==> src/include/ext_irq_pkg.sv <==
// Shared constants and types for the external pin interrupt unit.
// Assumes a single 20 MHz bus clock and an AXI4-Lite register port.
package ext_irq_pkg;

    // Clock and pulse timing
    localparam int CLK_PERIOD_NS = 50;
    localparam int T_INT_NS = 50;
    localparam int MIN_PULSE_CYC = (T_INT_NS + CLK_PERIOD_NS - 1) / CLK_PERIOD_NS;

    // Number of lines and bus geometry
    localparam int NUM_LINES = 3;
    localparam int ADDR_W = 8;
    localparam int DATA_W = 32;
    localparam int REG_W = 8;

    // Register byte offsets
    localparam logic [ADDR_W-1:0] OFF_SENSE_SYS = 8'h00;
    localparam logic [ADDR_W-1:0] OFF_EXT_SENSE = 8'h04;
    localparam logic [ADDR_W-1:0] OFF_ENABLE = 8'h08;
    localparam logic [ADDR_W-1:0] OFF_FLAGS = 8'h0c;
    localparam logic [ADDR_W-1:0] OFF_PIN_STATE = 8'h10;

    // Reset values
    localparam logic [REG_W-1:0] RST_SENSE_SYS = 8'h00;
    localparam logic [REG_W-1:0] RST_EXT_SENSE = 8'h00;
    localparam logic [REG_W-1:0] RST_ENABLE = 8'h00;

    // Field positions
    localparam int POS_L1_SENSE_LO = 2;
    localparam int POS_L0_SENSE_LO = 0;
    localparam int POS_L2_EDGE_SEL = 0;
    localparam int POS_EN_L1 = 7;
    localparam int POS_EN_L0 = 6;
    localparam int POS_EN_L2 = 5;
    localparam logic [REG_W-1:0] ENABLE_WMASK = 8'he3;
    localparam int POS_FLAG_L1 = 7;
    localparam int POS_FLAG_L0 = 6;
    localparam int POS_FLAG_L2 = 5;

    // Sense encodings
    localparam logic [1:0] SENSE_LOW = 2'h0;
    localparam logic [1:0] SENSE_ANY = 2'h1;
    localparam logic [1:0] SENSE_FALL = 2'h2;
    localparam logic [1:0] SENSE_RISE = 2'h3;

    // Bus answers
    localparam logic [1:0] RESP_OKAY = 2'h0;
    localparam logic [1:0] RESP_SLVERR = 2'h2;

    // Wake sampling
    localparam int WDT_SAMPLES = 2;
    localparam int STARTUP_CYC_DEF = 64;

    // Per-line trigger setup
    typedef struct packed {
        logic [1:0] sense;
        logic detect_en;
    } line_cfg_t;

    // Per-line sampled state
    typedef struct packed {
        logic level;
        logic event_p;
    } line_obs_t;

    typedef enum logic [1:0] {
        WAKE_IDLE,
        WAKE_SAMPLING,
        WAKE_STARTUP
    } wake_state_t;

endpackage

==> src/hw/ext_irq_edge_cell.sv <==
// One interrupt line: pin synchroniser and edge or change detector.
// Assumes the pin is asynchronous to aclk; the caller supplies sense and gating.
`timescale 1ns/1ps
module ext_irq_edge_cell
    import ext_irq_pkg::*;
(
    input wire logic aclk,
    input wire logic aresetn,
    input wire logic pin,
    input line_cfg_t cfg,
    output line_obs_t obs
);

    logic meta_r;
    logic sync_r;
    logic prev_r;
    logic hit;

    // Two-stage synchroniser; only sync_r and beyond feed logic
    always_ff @(posedge aclk) begin
        if (!aresetn) begin
            meta_r <= 1'b1;
            sync_r <= 1'b1;
            prev_r <= 1'b1;
        end else begin
            meta_r <= pin;
            sync_r <= meta_r;
            prev_r <= sync_r;
        end
    end

    // Edges judged on sampled value, so one full period is enough
    always_comb begin
        case (cfg.sense)
            SENSE_ANY: hit = sync_r ^ prev_r;
            SENSE_FALL: hit = prev_r & ~sync_r;
            SENSE_RISE: hit = ~prev_r & sync_r;
            default: hit = 1'b0;
        endcase
    end

    // Event pulse registered so data output comes from a flop
    always_ff @(posedge aclk) begin
        if (!aresetn) begin
            // Level resets to the pulled-up idle state, as the synchroniser does
            obs.level <= 1'b1;
            obs.event_p <= 1'b0;
        end else begin
            obs.level <= sync_r;
            obs.event_p <= hit & cfg.detect_en;
        end
    end

endmodule // ext_irq_edge_cell

==> src/hw/external_pin_interrupt_unit.sv <==
// External pin interrupt unit: three lines, sense control, flags, wake.
// Assumes AXI4-Lite master on aclk, pins asynchronous, wdt_tick on aclk.
//
// Notes on behaviour
// - Pin activity triggers even when pin drives out
// - Line two is edge only, never level
// - Level mode requests while pin stays low
// - Lines zero/one edges need running I/O clock
// - Level and line-two edge wake without I/O clock
// - Level wake needs two watchdog-tick low samples
// - Level gone after startup: wake, no interrupt
// - Line one sense: low, change, fall, rise
// - Line zero sense uses same encoding
// - Pins synchronised before edge detection
// - Pulses over one clock trigger on line two, and on lines zero/one while I/O clock runs
// - Request needs global enable and line enable
// - Line two select: zero falling, one rising
// - Line two pulses over minimum width trigger
// - Enable bits 7,6,5; bits 4..2 read zero
// - Flag set on event, cleared by ack/one
// - Flags at bits 7,6,5 of flag register
// - Flag reads zero in level mode
`timescale 1ns/1ps
module external_pin_interrupt_unit
    import ext_irq_pkg::*;
#(
    parameter int STARTUP_CYCLES = STARTUP_CYC_DEF
) (
    input wire logic aclk,
    input wire logic aresetn,
    input wire logic [ADDR_W-1:0] s_axi_awaddr,
    input wire logic s_axi_awvalid,
    output logic s_axi_awready,
    input wire logic [DATA_W-1:0] s_axi_wdata,
    input wire logic [DATA_W/8-1:0] s_axi_wstrb,
    input wire logic s_axi_wvalid,
    output logic s_axi_wready,
    output logic [1:0] s_axi_bresp,
    output logic s_axi_bvalid,
    input wire logic s_axi_bready,
    input wire logic [ADDR_W-1:0] s_axi_araddr,
    input wire logic s_axi_arvalid,
    output logic s_axi_arready,
    output logic [DATA_W-1:0] s_axi_rdata,
    output logic [1:0] s_axi_rresp,
    output logic s_axi_rvalid,
    input wire logic s_axi_rready,
    input wire logic [NUM_LINES-1:0] ext_line_pin,
    input wire logic global_irq_enable,
    input wire logic io_clock_running,
    input wire logic wdt_tick,
    input wire logic [NUM_LINES-1:0] irq_ack,
    output logic [NUM_LINES-1:0] irq_req,
    output logic wake_req
);

    localparam int CNT_W = $clog2(STARTUP_CYCLES + 1);

    // Software registers
    logic [REG_W-1:0] sense_and_system_control_r;
    logic [REG_W-1:0] extended_sense_control_r;
    logic [REG_W-1:0] interrupt_enable_control_r;
    logic [NUM_LINES-1:0] pending_r;

    // Bus slave state
    logic aw_held_r;
    logic w_held_r;
    logic [ADDR_W-1:0] awaddr_r;
    logic [DATA_W-1:0] wdata_r;
    logic [DATA_W/8-1:0] wstrb_r;
    logic do_write;
    logic wr_hit;

    // Line decode
    logic [1:0] sense [NUM_LINES];
    logic [NUM_LINES-1:0] line_en;
    logic [NUM_LINES-1:0] level_mode;
    logic [NUM_LINES-1:0] pin_level;
    logic [NUM_LINES-1:0] pin_event;
    logic [NUM_LINES-1:0] w1c_clear;
    line_cfg_t cfg [NUM_LINES];
    line_obs_t obs [NUM_LINES];

    // Wake logic
    wake_state_t wake_state_r;
    wake_state_t wake_state_nxt;
    logic [CNT_W-1:0] startup_cnt_r;
    logic [1:0] wdt_low_cnt_r;
    logic level_wake_low;

    // Sense fields; line two is forced to an edge code
    always_comb begin
        sense[0] = sense_and_system_control_r[POS_L0_SENSE_LO +: 2];
        sense[1] = sense_and_system_control_r[POS_L1_SENSE_LO +: 2];
        sense[2] = {1'b1, extended_sense_control_r[POS_L2_EDGE_SEL]};
        line_en[0] = interrupt_enable_control_r[POS_EN_L0];
        line_en[1] = interrupt_enable_control_r[POS_EN_L1];
        line_en[2] = interrupt_enable_control_r[POS_EN_L2];
    end

    // Line cells; pins read directly, so output direction does not matter
    genvar gi;
    generate
        for (gi = 0; gi < NUM_LINES; gi++) begin : g_line
            // Line two keeps detecting with I/O clock stopped
            assign cfg[gi].sense = sense[gi];
            assign cfg[gi].detect_en = (gi == 2) ? 1'b1 : io_clock_running;
            assign level_mode[gi] = (gi != 2) && (sense[gi] == SENSE_LOW);
            assign pin_level[gi] = obs[gi].level;
            assign pin_event[gi] = obs[gi].event_p;
            ext_irq_edge_cell u_cell (
                .aclk(aclk),
                .aresetn(aresetn),
                .pin(ext_line_pin[gi]),
                .cfg(cfg[gi]),
                .obs(obs[gi])
            );
        end
    endgenerate

    // Write-one-to-clear decode of the flag register
    always_comb begin
        w1c_clear = '0;
        if (do_write && awaddr_r == OFF_FLAGS && wstrb_r[0]) begin
            w1c_clear[0] = wdata_r[POS_FLAG_L0];
            w1c_clear[1] = wdata_r[POS_FLAG_L1];
            w1c_clear[2] = wdata_r[POS_FLAG_L2];
        end
    end

    // Pending flags; a new event beats a same-cycle clear
    always_ff @(posedge aclk) begin
        if (!aresetn) begin
            pending_r <= '0;
        end else begin
            for (int i = 0; i < NUM_LINES; i++) begin
                if (level_mode[i]) begin
                    pending_r[i] <= 1'b0;
                end else if (pin_event[i]) begin
                    pending_r[i] <= 1'b1;
                end else if (irq_ack[i] || w1c_clear[i]) begin
                    pending_r[i] <= 1'b0;
                end
            end
        end
    end

    // Requests to vector logic; level held back while starting up
    always_comb begin
        for (int i = 0; i < NUM_LINES; i++) begin
            if (level_mode[i]) begin
                irq_req[i] = ~pin_level[i] && line_en[i] && global_irq_enable
                    && wake_state_r != WAKE_STARTUP;
            end else begin
                irq_req[i] = pending_r[i] && line_en[i] && global_irq_enable;
            end
        end
    end

    // Any enabled level line currently low
    assign level_wake_low = |(level_mode & line_en & ~pin_level);

    // Wake sequencer: double watchdog sample, then startup wait
    always_comb begin
        wake_state_nxt = wake_state_r;
        case (wake_state_r)
            WAKE_IDLE: begin
                if (!io_clock_running && level_wake_low) begin
                    wake_state_nxt = WAKE_SAMPLING;
                end
            end
            WAKE_SAMPLING: begin
                if (!level_wake_low) begin
                    wake_state_nxt = WAKE_IDLE;
                end else if (wdt_tick && wdt_low_cnt_r == 2'(WDT_SAMPLES - 1)) begin
                    wake_state_nxt = WAKE_STARTUP;
                end
            end
            WAKE_STARTUP: begin
                if (startup_cnt_r == CNT_W'(STARTUP_CYCLES - 1)) begin
                    wake_state_nxt = WAKE_IDLE;
                end
            end
            default: wake_state_nxt = WAKE_IDLE;
        endcase
    end

    always_ff @(posedge aclk) begin
        if (!aresetn) begin
            wake_state_r <= WAKE_IDLE;
        end else begin
            wake_state_r <= wake_state_nxt;
        end
    end

    // Watchdog sample count, restarts on leaving sampling
    always_ff @(posedge aclk) begin
        if (!aresetn) begin
            wdt_low_cnt_r <= '0;
        end else if (wake_state_r != WAKE_SAMPLING) begin
            wdt_low_cnt_r <= '0;
        end else if (wdt_tick) begin
            wdt_low_cnt_r <= wdt_low_cnt_r + 2'h1;
        end
    end

    // Startup timer
    always_ff @(posedge aclk) begin
        if (!aresetn) begin
            startup_cnt_r <= '0;
        end else if (wake_state_r == WAKE_STARTUP) begin
            startup_cnt_r <= startup_cnt_r + CNT_W'(1);
        end else begin
            startup_cnt_r <= '0;
        end
    end

    // Wake pulse: level wake after sampling, or an enabled line-two edge while the I/O clock is stopped
    always_ff @(posedge aclk) begin
        if (!aresetn) begin
            wake_req <= 1'b0;
        end else begin
            wake_req <= (wake_state_r == WAKE_SAMPLING && wake_state_nxt == WAKE_STARTUP)
                || (!io_clock_running && pin_event[2] && line_en[2]);
        end
    end

    // Write channel: address and data taken in either order
    assign s_axi_awready = !aw_held_r && !s_axi_bvalid;
    assign s_axi_wready = !w_held_r && !s_axi_bvalid;
    assign do_write = aw_held_r && w_held_r;
    assign wr_hit = awaddr_r == OFF_SENSE_SYS || awaddr_r == OFF_EXT_SENSE
        || awaddr_r == OFF_ENABLE || awaddr_r == OFF_FLAGS || awaddr_r == OFF_PIN_STATE;

    always_ff @(posedge aclk) begin
        if (!aresetn) begin
            aw_held_r <= 1'b0;
            w_held_r <= 1'b0;
            awaddr_r <= '0;
            wdata_r <= '0;
            wstrb_r <= '0;
            s_axi_bvalid <= 1'b0;
            s_axi_bresp <= RESP_OKAY;
        end else begin
            if (s_axi_awvalid && s_axi_awready) begin
                aw_held_r <= 1'b1;
                awaddr_r <= s_axi_awaddr;
            end
            if (s_axi_wvalid && s_axi_wready) begin
                w_held_r <= 1'b1;
                wdata_r <= s_axi_wdata;
                wstrb_r <= s_axi_wstrb;
            end
            if (do_write) begin
                aw_held_r <= 1'b0;
                w_held_r <= 1'b0;
                s_axi_bvalid <= 1'b1;
                s_axi_bresp <= wr_hit ? RESP_OKAY : RESP_SLVERR;
            end else if (s_axi_bvalid && s_axi_bready) begin
                s_axi_bvalid <= 1'b0;
            end
        end
    end

    // Control registers; only byte lane 0 carries data
    always_ff @(posedge aclk) begin
        if (!aresetn) begin
            sense_and_system_control_r <= RST_SENSE_SYS;
            extended_sense_control_r <= RST_EXT_SENSE;
            interrupt_enable_control_r <= RST_ENABLE;
        end else if (do_write && wstrb_r[0]) begin
            if (awaddr_r == OFF_SENSE_SYS) begin
                sense_and_system_control_r <= wdata_r[REG_W-1:0];
            end else if (awaddr_r == OFF_EXT_SENSE) begin
                extended_sense_control_r <= wdata_r[REG_W-1:0];
            end else if (awaddr_r == OFF_ENABLE) begin
                interrupt_enable_control_r <= wdata_r[REG_W-1:0] & ENABLE_WMASK;
            end
        end
    end

    // Read channel: one read at a time, answer the cycle after
    assign s_axi_arready = !s_axi_rvalid;

    always_ff @(posedge aclk) begin
        if (!aresetn) begin
            s_axi_rvalid <= 1'b0;
            s_axi_rdata <= '0;
            s_axi_rresp <= RESP_OKAY;
        end else if (s_axi_arvalid && s_axi_arready) begin
            s_axi_rvalid <= 1'b1;
            s_axi_rresp <= RESP_OKAY;
            s_axi_rdata <= '0;
            if (s_axi_araddr == OFF_SENSE_SYS) begin
                s_axi_rdata[REG_W-1:0] <= sense_and_system_control_r;
            end else if (s_axi_araddr == OFF_EXT_SENSE) begin
                s_axi_rdata[REG_W-1:0] <= extended_sense_control_r;
            end else if (s_axi_araddr == OFF_ENABLE) begin
                s_axi_rdata[REG_W-1:0] <= interrupt_enable_control_r;
            end else if (s_axi_araddr == OFF_FLAGS) begin
                s_axi_rdata[POS_FLAG_L1] <= pending_r[1];
                s_axi_rdata[POS_FLAG_L0] <= pending_r[0];
                s_axi_rdata[POS_FLAG_L2] <= pending_r[2];
            end else if (s_axi_araddr == OFF_PIN_STATE) begin
                s_axi_rdata[NUM_LINES-1:0] <= pin_level;
            end else begin
                s_axi_rresp <= RESP_SLVERR;
            end
        end else if (s_axi_rready) begin
            s_axi_rvalid <= 1'b0;
        end
    end

    // Checks
    chk_edge_sets_flag: assert property (@(posedge aclk) disable iff (!aresetn)
        pin_event[0] && !level_mode[0] |=> pending_r[0])
        else $error("line zero event did not set its flag");
    chk_level_flag_zero: assert property (@(posedge aclk) disable iff (!aresetn)
        level_mode[1] |=> !pending_r[1] || !level_mode[1])
        else $error("line one flag set in level mode");
    chk_req_needs_gie: assert property (@(posedge aclk) disable iff (!aresetn)
        !global_irq_enable |-> irq_req == '0)
        else $error("request without global enable");
    chk_level_request: assert property (@(posedge aclk) disable iff (!aresetn)
        level_mode[0] && !pin_level[0] && line_en[0] && global_irq_enable
        && wake_state_r == WAKE_IDLE |-> irq_req[0])
        else $error("low level not requesting");
    chk_no_sleep_edge: assert property (@(posedge aclk) disable iff (!aresetn)
        !io_clock_running [*2] |-> !pin_event[0] && !pin_event[1])
        else $error("edge seen with I/O clock stopped");
    chk_enable_reserved: assert property (@(posedge aclk) disable iff (!aresetn)
        interrupt_enable_control_r[4:2] == 3'h0)
        else $error("reserved enable bits nonzero");
    chk_line2_edge_only: assert property (@(posedge aclk) disable iff (!aresetn)
        pending_r[2] && line_en[2] && global_irq_enable |-> irq_req[2])
        else $error("line two not edge flag driven");
    chk_wake_two_ticks: assert property (@(posedge aclk) disable iff (!aresetn)
        $rose(wake_state_r == WAKE_STARTUP) |-> $past(wdt_tick) && $past(wdt_low_cnt_r) == 2'h1)
        else $error("wake without two watchdog samples");
    chk_startup_mask: assert property (@(posedge aclk) disable iff (!aresetn)
        wake_state_r == WAKE_STARTUP |-> !(irq_req[0] && level_mode[0]))
        else $error("level request during startup");
    chk_ack_clears: assert property (@(posedge aclk) disable iff (!aresetn)
        irq_ack[1] && !pin_event[1] |=> !pending_r[1])
        else $error("acknowledge did not clear flag");

endmodule // external_pin_interrupt_unit

==> config.mk <==
export PLATFORM = sky130hd
export DESIGN_NAME = external_pin_interrupt_unit
export DESIGN_NICKNAME = d
export VERILOG_FILES = /design/src/include/ext_irq_pkg.sv /design/src/hw/ext_irq_edge_cell.sv /design/src/hw/external_pin_interrupt_unit.sv
export SDC_FILE = /design/constraint.sdc
export NUM_CORES = 1
export LEC_CHECK = 0
export ABC_AREA = 1
export BUFFER_PORTS_ARGS = -buffer_cell sky130_fd_sc_hd__buf_2
export CAP_MARGIN = 20
export CELL_PAD_IN_SITES_DETAIL_PLACEMENT = 1
export CELL_PAD_IN_SITES_GLOBAL_PLACEMENT = 1
export CORE_MARGIN = 2
export CORE_UTILIZATION = 36
export CTS_CLUSTER_DIAMETER = 200
export DETAILED_ROUTE_END_ITERATION = 7
export GPL_TIMING_DRIVEN = 1
export PLACE_DENSITY = 0.89
export SLEW_MARGIN = 0
export SYNTH_ARGS = -nofsm -noshare
export SYNTH_HDL_FRONTEND = slang
export SYNTH_SLANG_ARGS = --single-unit
export TNS_END_PERCENT = 100
==> constraint.sdc <==
create_clock -name aclk -period 1.5 [get_ports aclk]
set_input_delay 0.225 -clock aclk [delete_from_list [all_inputs] [get_ports aclk]]
set_output_delay 0.225 -clock aclk [all_outputs]
set_load 0.02 [all_outputs]
### After elaboration in Yosys (flattened, before gate mapping)

Index checks and enable logic that the tools add are counted.

| storage, ports and cells | value |
|---|---|
| bits in registers | 81 |
| input bits | 68 |

| cells by class | value |
|---|---|
| add/subtract/negate cells | 2 |
| eq/ne operators | 21 |
| muxes and demuxes | 34 |
| bitwise logic cells | 23 |
| reductions and logical operators | 59 |

Operator list:

| operator | number |
|---|---|
| == test 8 x 4 -> 1 bit (second input constant) | 4 |
| logical AND 1 bit | 27 |
| two-way mux 2 bit | 10 |
| two-way mux 3 bit | 6 |
| == test 8 x 3 -> 1 bit (second input constant) | 2 |
| == test 8 x 5 -> 1 bit (second input constant) | 2 |
| zero test 8 bit | 2 |
| two-way mux 8 bit | 2 |
| == test 2 bit (second input constant) | 6 |
| two-way mux 1 bit | 12 |
| inverter 1 bit | 10 |
| nonzero test 2 bit | 5 |
| AND 1 bit | 8 |
| == test 2 x 1 -> 1 bit (second input constant) | 4 |
| logical OR 1 bit | 8 |
| OR reduction 2 bit | 4 |
| adder 7 x 1 -> 7 bit (second input constant) | 1 |
| == test 7 x 6 -> 1 bit (second input constant) | 1 |
| zero test 2 bit | 3 |
| case mux 1 bit (3 select lines) | 2 |
| case mux 2 bit (3 select lines) | 1 |
| zero test 1 bit | 5 |
| AND reduction 2 bit | 2 |
| AND reduction 4 bit | 1 |
| other kinds (10) | 11 |

### Depth between registers and ports, before layout

Gate-level depths: netlist of run 1.

| logic depth | value |
|---|---|
| word-level depth | 10 |
| gate-level depth with buffers | 10 |

### Hierarchy

From an unflattened synthesis of run 1, not the netlist that was laid out.

| unflattened totals | value |
|---|---|
| cells, all modules | 530 |
| area total of the unflattened synthesis | 3,799.9 µm² |

Modules (own cells, without submodules):

| module | times used | cells each | area an instance (µm²) |
|---|---|---|---|
| external_pin_interrupt_unit | 1 | 446 | 3,218.1 |
| ext_irq_edge_cell | 3 | 28 | 193.9 |

### Least setup slack after synthesis of run 1

No wires, ideal clock.

| timing path | value |
|---|---|
| path type | reg-to-reg |
| start | register s_axi_bvalid |
| end | register awaddr_r[4] |
| setup time | 0.126 ns |
| arrival | 1.256 ns |
| required time | 1.374 ns |
| setup slack | 0.118 ns |
| cell stages (with the launch flop) | 6 |
| buffers on the path | 1 |
| cell sequence | dfxtp_1 nor2_1 nand2_1 clkbuf_1 o21ai_0 a21oi_1 |

| on the way | value |
|---|---|
| longest elaborated chain between the ends | 3 |

Ends and longest elaborated chain:

| what | RTL line | text |
|---|---|---|
| start, declared | external_pin_interrupt_unit.sv:39 | `output logic s_axi_bvalid,` |
| start signal, assigned | external_pin_interrupt_unit.sv:242 | `s_axi_bvalid <= 1'b0;` |
| start signal, assigned | external_pin_interrupt_unit.sv:257 | `s_axi_bvalid <= 1'b1;` |
| start signal, assigned | external_pin_interrupt_unit.sv:260 | `s_axi_bvalid <= 1'b0;` |
| zero test 1 bit | external_pin_interrupt_unit.sv:229 | `assign s_axi_awready = !aw_held_r && !s_axi_bvalid;` |
| logical AND 1 bit | external_pin_interrupt_unit.sv:229 |  |
| named net s_axi_awready | external_pin_interrupt_unit.sv:33 | `output logic s_axi_awready,` |
| logical AND 1 bit | external_pin_interrupt_unit.sv:245 | `if (s_axi_awvalid && s_axi_awready) begin` |
| end signal, assigned | external_pin_interrupt_unit.sv:247 | `awaddr_r <= s_axi_awaddr;` |
| end, declared | external_pin_interrupt_unit.sv:68 | `logic [ADDR_W-1:0] awaddr_r;` |

The timed path passes the listed nets, and every way through them passes these cells.
A chain may end at the register's enable or synchronous reset.

### Worst setup path in the final report of run 1

| timing path | value |
|---|---|
| start | register sense_and_system_control_r[3] |
| end | output irq_req[1] |

| on the way | value |
|---|---|
| longest elaborated chain between the ends | 2 |

Ends and longest elaborated chain:

| what | RTL line | text |
|---|---|---|
| start, declared | external_pin_interrupt_unit.sv:60 | `logic [REG_W-1:0] sense_and_system_control_r;` |
| start signal, assigned | external_pin_interrupt_unit.sv:273 | `sense_and_system_control_r <= wdata_r[REG_W-1:0];` |
| zero test 2 bit | external_pin_interrupt_unit.sv:108 | `assign level_mode[gi] = (gi != 2) && (sense[gi] == SENSE_LOW);` |
| two-way mux 1 bit | external_pin_interrupt_unit.sv:151 | `if (level_mode[i]) begin` |
| end, declared | external_pin_interrupt_unit.sv:53 | `output logic [NUM_LINES-1:0] irq_req,` |

Every way passes these cells.

==> results of run 1 <==
-- cell usage in the layout (no fill, tap or decap), types with 2 or more instances in the layout --
cell,count
dfxtp_4,2
conb_1,26
dfxtp_1,69
o21ai_0,28
nand3_2,2
clkbuf_8,12
buf_6,2
buf_2,57
o21ai_1,11
inv_2,6
nor2_4,5
buf_4,24
o2111ai_1,3
o211ai_1,2
inv_1,49
nand4_1,4
nand3_1,35
nor2_2,5
nor2_1,82
a21oi_1,37
a21oi_2,2
dfxtp_2,8
nand2_1,72
nand3_4,2
o21a_1,2
nor3b_1,2
clkinv_2,2
or2_2,7
nand2_4,2
ha_1,6
-- area by class of cell --
| cell class | count | area share (%) |
|---|---|---|
| multi-input cells | 348 | 39.5 |
| flip-flops and latches | 79 | 36.0 |
| repair buffers | 83 | 11.0 |
| inverters | 57 | 4.85 |
| well taps | 133 | 3.75 |
| clock buffers | 12 | 3.72 |
| clock inverters | 4 | 1.16 |
-- critical path: stages, from the launching register on --
cell and delay (ps):
dfxtp_4 390, nor2_4 50, inv_1 80, nand3_1 90
a21oi_2 150, buf_4 150
-- worst max-delay path by stage --
stage	startpoint	to	slack, ps	depth (start not counted)
after floorplan	s_axi_bvalid	awaddr_r[4]	120	5
after global placement	awaddr_r[4]	sense_and_system_control_r[6]	130	5
after detailed placement	awaddr_r[4]	sense_and_system_control_r[0]	60	5
after CTS	g_line[1].u_cell.obs[1]	irq_req[1]	-10	5
after global routing	wake_state_r[0]	irq_req[0]	-60	5
final	sense_and_system_control_r[3]	irq_req[1]	5	5
-- logic make-up (layout without fill, tap and decap cells) --
logic type,count (synthesis),in the layout,synth area share [%]
buffers and inverters,96,156,13.1
and+or+nand+nor,225,225,28.0
other,1,26,0.103
AOI/OAI and AO/OA,90,90,13.3
adders and majority gates,6,6,2.05
xor gates and xnor gates,1,1,0.240
DFF,79,79,43.2
-- what timing repair did --
| action | in CTS | in global routing |
|---|---|---|
| gates resized for setup | 21 | 22 |
| buffers inserted | 1 | 4 |
| endpoints found under the setup margin | 2 | 18 |
| pin swaps | 3 | 5 |
| hold endpoints to repair | 0 | 0 |
-- sequential cells by signal (all words and copies together) (netlist names), 4 cells and up --
name	cells
interrupt_enable_control_r	5
g_line.u_cell.obs	4
s_axi_rdata	8
startup_cnt_r	7
awaddr_r	8
wdata_r	8
sense_and_system_control_r	8
extended_sense_control_r	8
-- stage by stage --
stage / power, mW / setup WS (ps) / std cells
after floorplan: 2.67 / 118 / 523
after global placement: 2.78 / 127 / 695
after detailed placement: 2.80 / 56.4 / 695
after CTS: 4.51 / -13.6 / 712
after global routing: 4.69 / -56.7 / 716
final: 4.49 / 4.84 / 716
-- layer usage --
| metal | wire, um | global-route usage, % | part of all wire [%] |
|---|---|---|---|
| met1 | 4450 | 21.9 | 44 |
| met2 | 4870 | 32.1 | 49 |
| met3 | 526 | 4.18 | 5.3 |
| met4 | 157 | 5.05 | 1.6 |
| met5 | 0 | 0 | 0 |
-- power by group through the flow --
stage / Combinational, mW / Sequential, mW / Clock, mW
final: 0.547 / 2.24 / 1.71
after detailed placement: 0.518 / 2.29 / 0
after floorplan: 0.394 / 2.27 / 0
after CTS: 0.526 / 2.24 / 1.74
after global placement: 0.495 / 2.28 / 0
after global routing: 0.610 / 2.25 / 1.83
==> flow_results.org, run 1 <==
** Final layout
- At the end of the flow the core is filled with cells to 45.2%.
- The finished cells cover 4440 sq um.
- Summing all multi-input logic gate instances after layout gives 1750 sq um.
- The layout has 1,272 filler cells.
- From synthesis to final layout, the design area changed by 21.3%.
- Fraction of final layout cells with drive strength greater than 1 :: 25.0%
- Sequential cell area :: 1600 sq um
- Count of nets after finishing :: 652
- The repair_antennas step left the layout with diodes totalling 0.

** Clocking
- Buffers inserted to repair hold after CTS numbered 0.
- Number of H-tree levels :: 3
- The clock passes through at most 2 buffers.
- Number of buffers inserted during clock tree synthesis :: 9
- Clock insertion delay at the later pin of the skew report :: 350 ps
- The tree is rooted in a clkbuf_8.
- Clock slew seen by the registers of the worst setup and hold paths :: 80 ps
- CTS saw 79 sinks.
- TritonCTS built the clock tree.

** Floorplanning
- The floorplan step set the die height to 105 um.
- Effective utilization at floorplan :: 37.2%
- 113 I/O pins were placed.
- Number of cell rows :: 36
- The die covers 11,000 sq um.
- The die is 105 um wide.
- Core region area :: 9820 sq um

** Critical path
- In this run the register-to-register setup slack is 10 ps.
- The worst setup path is launched from a flop.
- Data on the critical path is required at its endpoint by 1270 ps.
- Worst R2R Path Depth :: 6
- CP arrival :: 1270 ps
- Reg-to-reg critical path endpoint :: sense_and_system_control_r[0]
- In this run the worst path has a maximum fanout of 4.
- The critical path is of the reg2out type.
- STA classifies the critical path endpoint as a primary output.
- In this run the critical register-to-register path is launched from awaddr_r[4].

** Synthesis
- Yosys warns :: 0
- Fraction of synthesis flops using an asynchronous set or reset pin :: 0%
- nor2_1 is the most common cell in the netlist.
- Most frequent cells after synthesis :: 88 x nor2_1, 79 x dfxtp_1, 72 x nand2_1
- Sequential fraction of the synthesis area :: 43.2%
- The most used flip-flop cell after synthesis is dfxtp_1.
- FF+latch count, synth :: 79
- The number of different library cells used by synthesis comes to 42.
- In this run, synthesis inferred 0 flip-flops with an integrated enable.
- Mean instance size in the synthesized netlist :: 7.34 sq um
- Area fraction of the dominant cell type after synthesis :: 43.2%
- Post-synthesis instance area :: 3660 sq um
- The largest total area in the synthesized netlist belongs to dfxtp_1.
- Instance count of the mapped netlist :: 498
- In the post-synthesis netlist, the biggest area contributors are dfxtp_1 43%, nor2_1 9.0%, nand2_1 7.4%.

** Placement
- The HPWL after detailed placement is 7320 um.
- Area post-placement :: 4090 sq um
- The congestion estimate from routability-driven global placement came to 0.866.
- I/O Buffers :: 59

** Outcome
- Run status :: complete, no violations

** Route
- Remaining routing DRC violations :: 0
- Wires add up to 10,000 um.
- In this run the remaining antenna-violating nets after routing total 0.
- First drt pass iteration count :: 4
- In the final routed layout, each cell accounts on average for 14.0 um.
- Number of vias per cell after detailed routing :: 4.76
- In this run, the number of DRC markers left after iteration 0 of detailed routing was 114.
- Total number of vias :: 3,411

** STA
- Setup violations remaining at the end of the flow were counted as 0.
- For the final database, setup skew stands at 11.6 ps.
- In the finished design, the share of the clock period the worst path needs comes to 99.7%.
- For the final routed database, the setup TNS stands at 0 ps.
- After layout, the minimum clock period comes to 1500 ps.
- Worst hold slack across all endpoints :: 60.0 ps
- Max Freq :: 669 MHz
- Slew of the pin with the lowest slew margin :: 514 ps
- The number of max-slew violations in the final report is 0.
- Number of hold violations in the final report :: 0
- Setup repair after global routing could not meet its margin everywhere.
- Slew headroom :: 65.7%

** Global route
- Wire length of the first global-routing pass :: 16,200 um
- Pin count of the biggest net entering global routing :: 28
- Number of antenna violations at the first check in global routing :: 0
- Global-route usage over all layers :: 18.1%
- Number of global-route vias before repair :: 3,441
- GR Overflow Total :: 0

** Flow run
- Max-capacitance violation count :: 0

** Pwr
- Worst vdd rail ir drop :: 0.000437 V
- Per report_power, the combinational group accounts for 12.2% of the total.
- The clock network accounts for 38.0% of the total power.
- Leakage power :: 2.03 nW
- Of the total power, the share spent switching nets is 27.3%.
- The internal power of the cells totals 3.27 mW.
- Total power per unit cell area :: 1010 nW/um^2
- In this run the power spent charging and discharging nets is 1.23 mW.
- In this run, flip-flops and latches consume 49.8% of the power.

** Worst hold path
- Start point of the worst min-delay path :: ext_line_pin[0]
- Type of the tightest min-delay check :: in2reg
- The worst hold path terminates at g_line[0].u_cell.meta_r.
- Along the worst hold path, the cell count comes to 2.
(Power assumes the default switching activity.)
==> run 2: changes to the inputs <==
- SETUP_SLACK_MARGIN: default -> 0.15
==> flow_results.org, run 2 (synthesis gave the netlist of run 1 again) <==
** Floorplanning
- The width of the die was 105 um (unchanged).
- The core footprint is 9820 sq um (unchanged).
- The total I/O pin count came to 113 (unchanged).
- The site row count is 36 (unchanged).
- The initial cell density of the core was 37.2% (unchanged).
- Overall die height :: 105 um (unchanged)
- The die footprint is 11,000 sq um (unchanged).

** Clocking
- TritonCTS built the clock tree.
- Number of H-tree levels :: 3 (unchanged)
- The worst-case clock buffer depth was 2 (unchanged).
- The number of buffers created by CTS was 9 (unchanged).
- The clock sink count is 79 (unchanged).
- The root buffer cell chosen for the clock tree is clkbuf_8.
- The quantity of hold-fixing buffers added after cts was 0 (unchanged).
- Clock slew seen by the registers of the worst setup and hold paths :: 80 ps (about the same)
- Clock insertion delay at the later pin of the skew report :: 380 ps (+30 ps)

** Global route
- The total routing usage reported by global routing came to 21.9% (+3.8 points).
- The wire length of the first global-routing pass was 18,900 um (+17%).
- The overall overflow remaining after global route came to 0 (unchanged).
- Number of antenna violations at the first check in global routing :: 0 (unchanged)
- Pin count of the biggest net entering global routing :: 28 (unchanged)
- The via count of the first global-routing pass is 3,816 (+11%).

** Pwr
- The power density relative to cell area came to 948 nW/um^2 (-6.4%).
- The worst vdd rail ir drop was 0.000447 V (+2.2%).
- The total power after layout is 4.65 mW (+3.6%).
- Leakage power :: 2.15 nW (+5.9%)

** Final layout
- In the layout the commonest cells are 72 x nor2_1, 64 x nand2_1, 59 x dfxtp_1, 56 x buf_2, 47 x inv_1.
- The number of standard cells in the layout, taps in and fillers out was 734 (+2.5%).
- Count of nets after finishing :: 670 (+2.8%)
- Fraction of final layout cells with drive strength greater than 1 :: 37.4% (+12 points)
- Area overhead of the layout relative to synthesis :: 34.2%
- The antenna diode instance count came to 0 (unchanged).
- The post-route cell area was 4910 sq um (+11%).
- The library cell used most frequently in the layout, excluding fill and tap cells, is nor2_1.

** STA
- Crit path time final :: 1540 ps (+48.2 ps)
- Setup repair after global routing could not meet its margin everywhere.
- Final Cycle Share :: 103% (+3.2 points)
- Number of setup violations in the final report :: 1 (+1)
- The worst setup skew after layout was 11.6 ps (+0.00240 ps).
- The relative slew slack is 57.8% (-7.9 points).
- The hold violation total from the final report is 0 (unchanged).
- The transition time at the pin with the least slew margin is 632 ps (+119 ps).
- Max Freq :: 648 MHz (-3.1%)
- Minimum setup slack in the final design :: -43.3 ps (-48.2 ps)
- The number of max-slew violations in the final report was 0 (unchanged).

** Route
- The per-cell routed wire length was 18.3 um (+31%).
- Final wirelength :: 13,400 um (+34%)
- Total number of vias :: 3,750 (+9.9%)
- The count of unresolved DRC violations after routing came to 0 (unchanged).
- The post-detailed-route via-to-cell ratio is 5.11 (+7.2%).
- Number of routed nets with antenna violations :: 0 (unchanged)
- Drt initial violations :: 210 (+84%)
- The iteration count of the initial detailed-routing pass is 4 (unchanged).

** Critical path
- STA classifies the critical path endpoint as a primary output.
- Walking the worst path, the cells encountered are nor2_4 -> nand3_2 -> a21oi_2 -> buf_6.
- Category of the worst setup path launch point :: flop
- Class of the most critical setup path :: reg2out
- Critical Path Fanout Max :: 6 (+2)
- The peak per-stage delay on the critical path is 390 ps (about the same).
- The slowest stage of the critical path is the dfxtp_4 cell.
- Required arrival time at the worst endpoint :: 1270 ps (about the same)
- The endpoint arrival time on the critical path came to 1320 ps (+50 ps).
- Worst R2R Path Depth :: 7 (+1)

** Worst hold path
- The number of stages on the worst hold path came to 2 (unchanged).
- In this run the worst hold path is classified as in2reg.

** Placement
- Gpl congestion :: 0.860 (-0.73%)
- The half-perimeter wire length of the detailed placement result came to 7600 um (+3.9%).
- The number of buffers added on ports is 59 (unchanged).
- Setup slack at placement :: 47.6 ps (-8.76 ps)
- Cells after DPL :: 695 (unchanged)
- Area post-placement :: 4100 sq um (about the same)

** Outcome
- The run finished, with violations left.
- The final reports fail on negative setup slack.

** Flow run
- Max-capacitance violation count :: 0 (unchanged)
-- run 2: changes by cell type in the layout (fill, tap and decap cells not counted), moves of 9 or more --
cell     before  now
buf_4        24   33
dfxtp_1      69   59
nor2_1       82   72
o21ai_1      11    0
o21ai_2       0   11
-- run 2: layout make-up --
type                       count  area [sq um]
tap                          133           166
fill                        1267          4910
sequential                    79          1620
inverter                      57           224
clock buffer                  10           138
clock inverter                 6          70.1
timing repair buffer          99           649
multi-input combinational    350          2040
-- run 2: routing by layer --
layer,vias up,track usage (%),wire length [um]
met5,-,0,0
met3,51,4.93,841
met2,161,38.7,6720
met4,0,12.8,635
met1,1791,24.0,5230
li1,1747,-,-
-- run 2: worst paths after layout --
kind / start / endpoint / slack [ps]
worst max-delay path: sense_and_system_control_r[3] / irq_req[1] / -40
worst min-delay path: ext_line_pin[0] / g_line[0].u_cell.meta_r / 30
worst max register to register: awaddr_r[5] / extended_sense_control_r[1] / 50
worst min register to register: g_line[2].u_cell.meta_r / g_line[2].u_cell.sync_r / 420
-- run 2: where the power goes --
part	internal, mW	total (mW)	leakage (nW)	switching, mW
combinational	0.248	0.701	1.40	0.453
sequential	2.17	2.26	0.652	0.0922
clock	0.819	1.69	0.0947	0.872
-- run 2: timing repair --
action	4_1_cts	5_1_grt
setup endpoints to repair	27	35
setup buffers	12	9
resized for setup	63	73
cloned	1	1
pin swaps	14	35
-- run 2: per-stage QoR --
step	hold WS, ps	setup TNS (ps)	util, %
finish	28.6	-43.3	50.0
global route	38.5	-180	50.0
CTS	25.0	-22.2	46.5
detailed placement	403	0	41.7
global placement	399	0	41.7
floorplan	326	0	-
-- run 2: critical path, delay by kind of cell (launching register included) --
family | cells | cell delay, ps
and+or+nand+nor | 2 | 270
buffers and inverters | 1 | 130
AOI/OAI and AO/OA | 1 | 160
DFF | 1 | 390
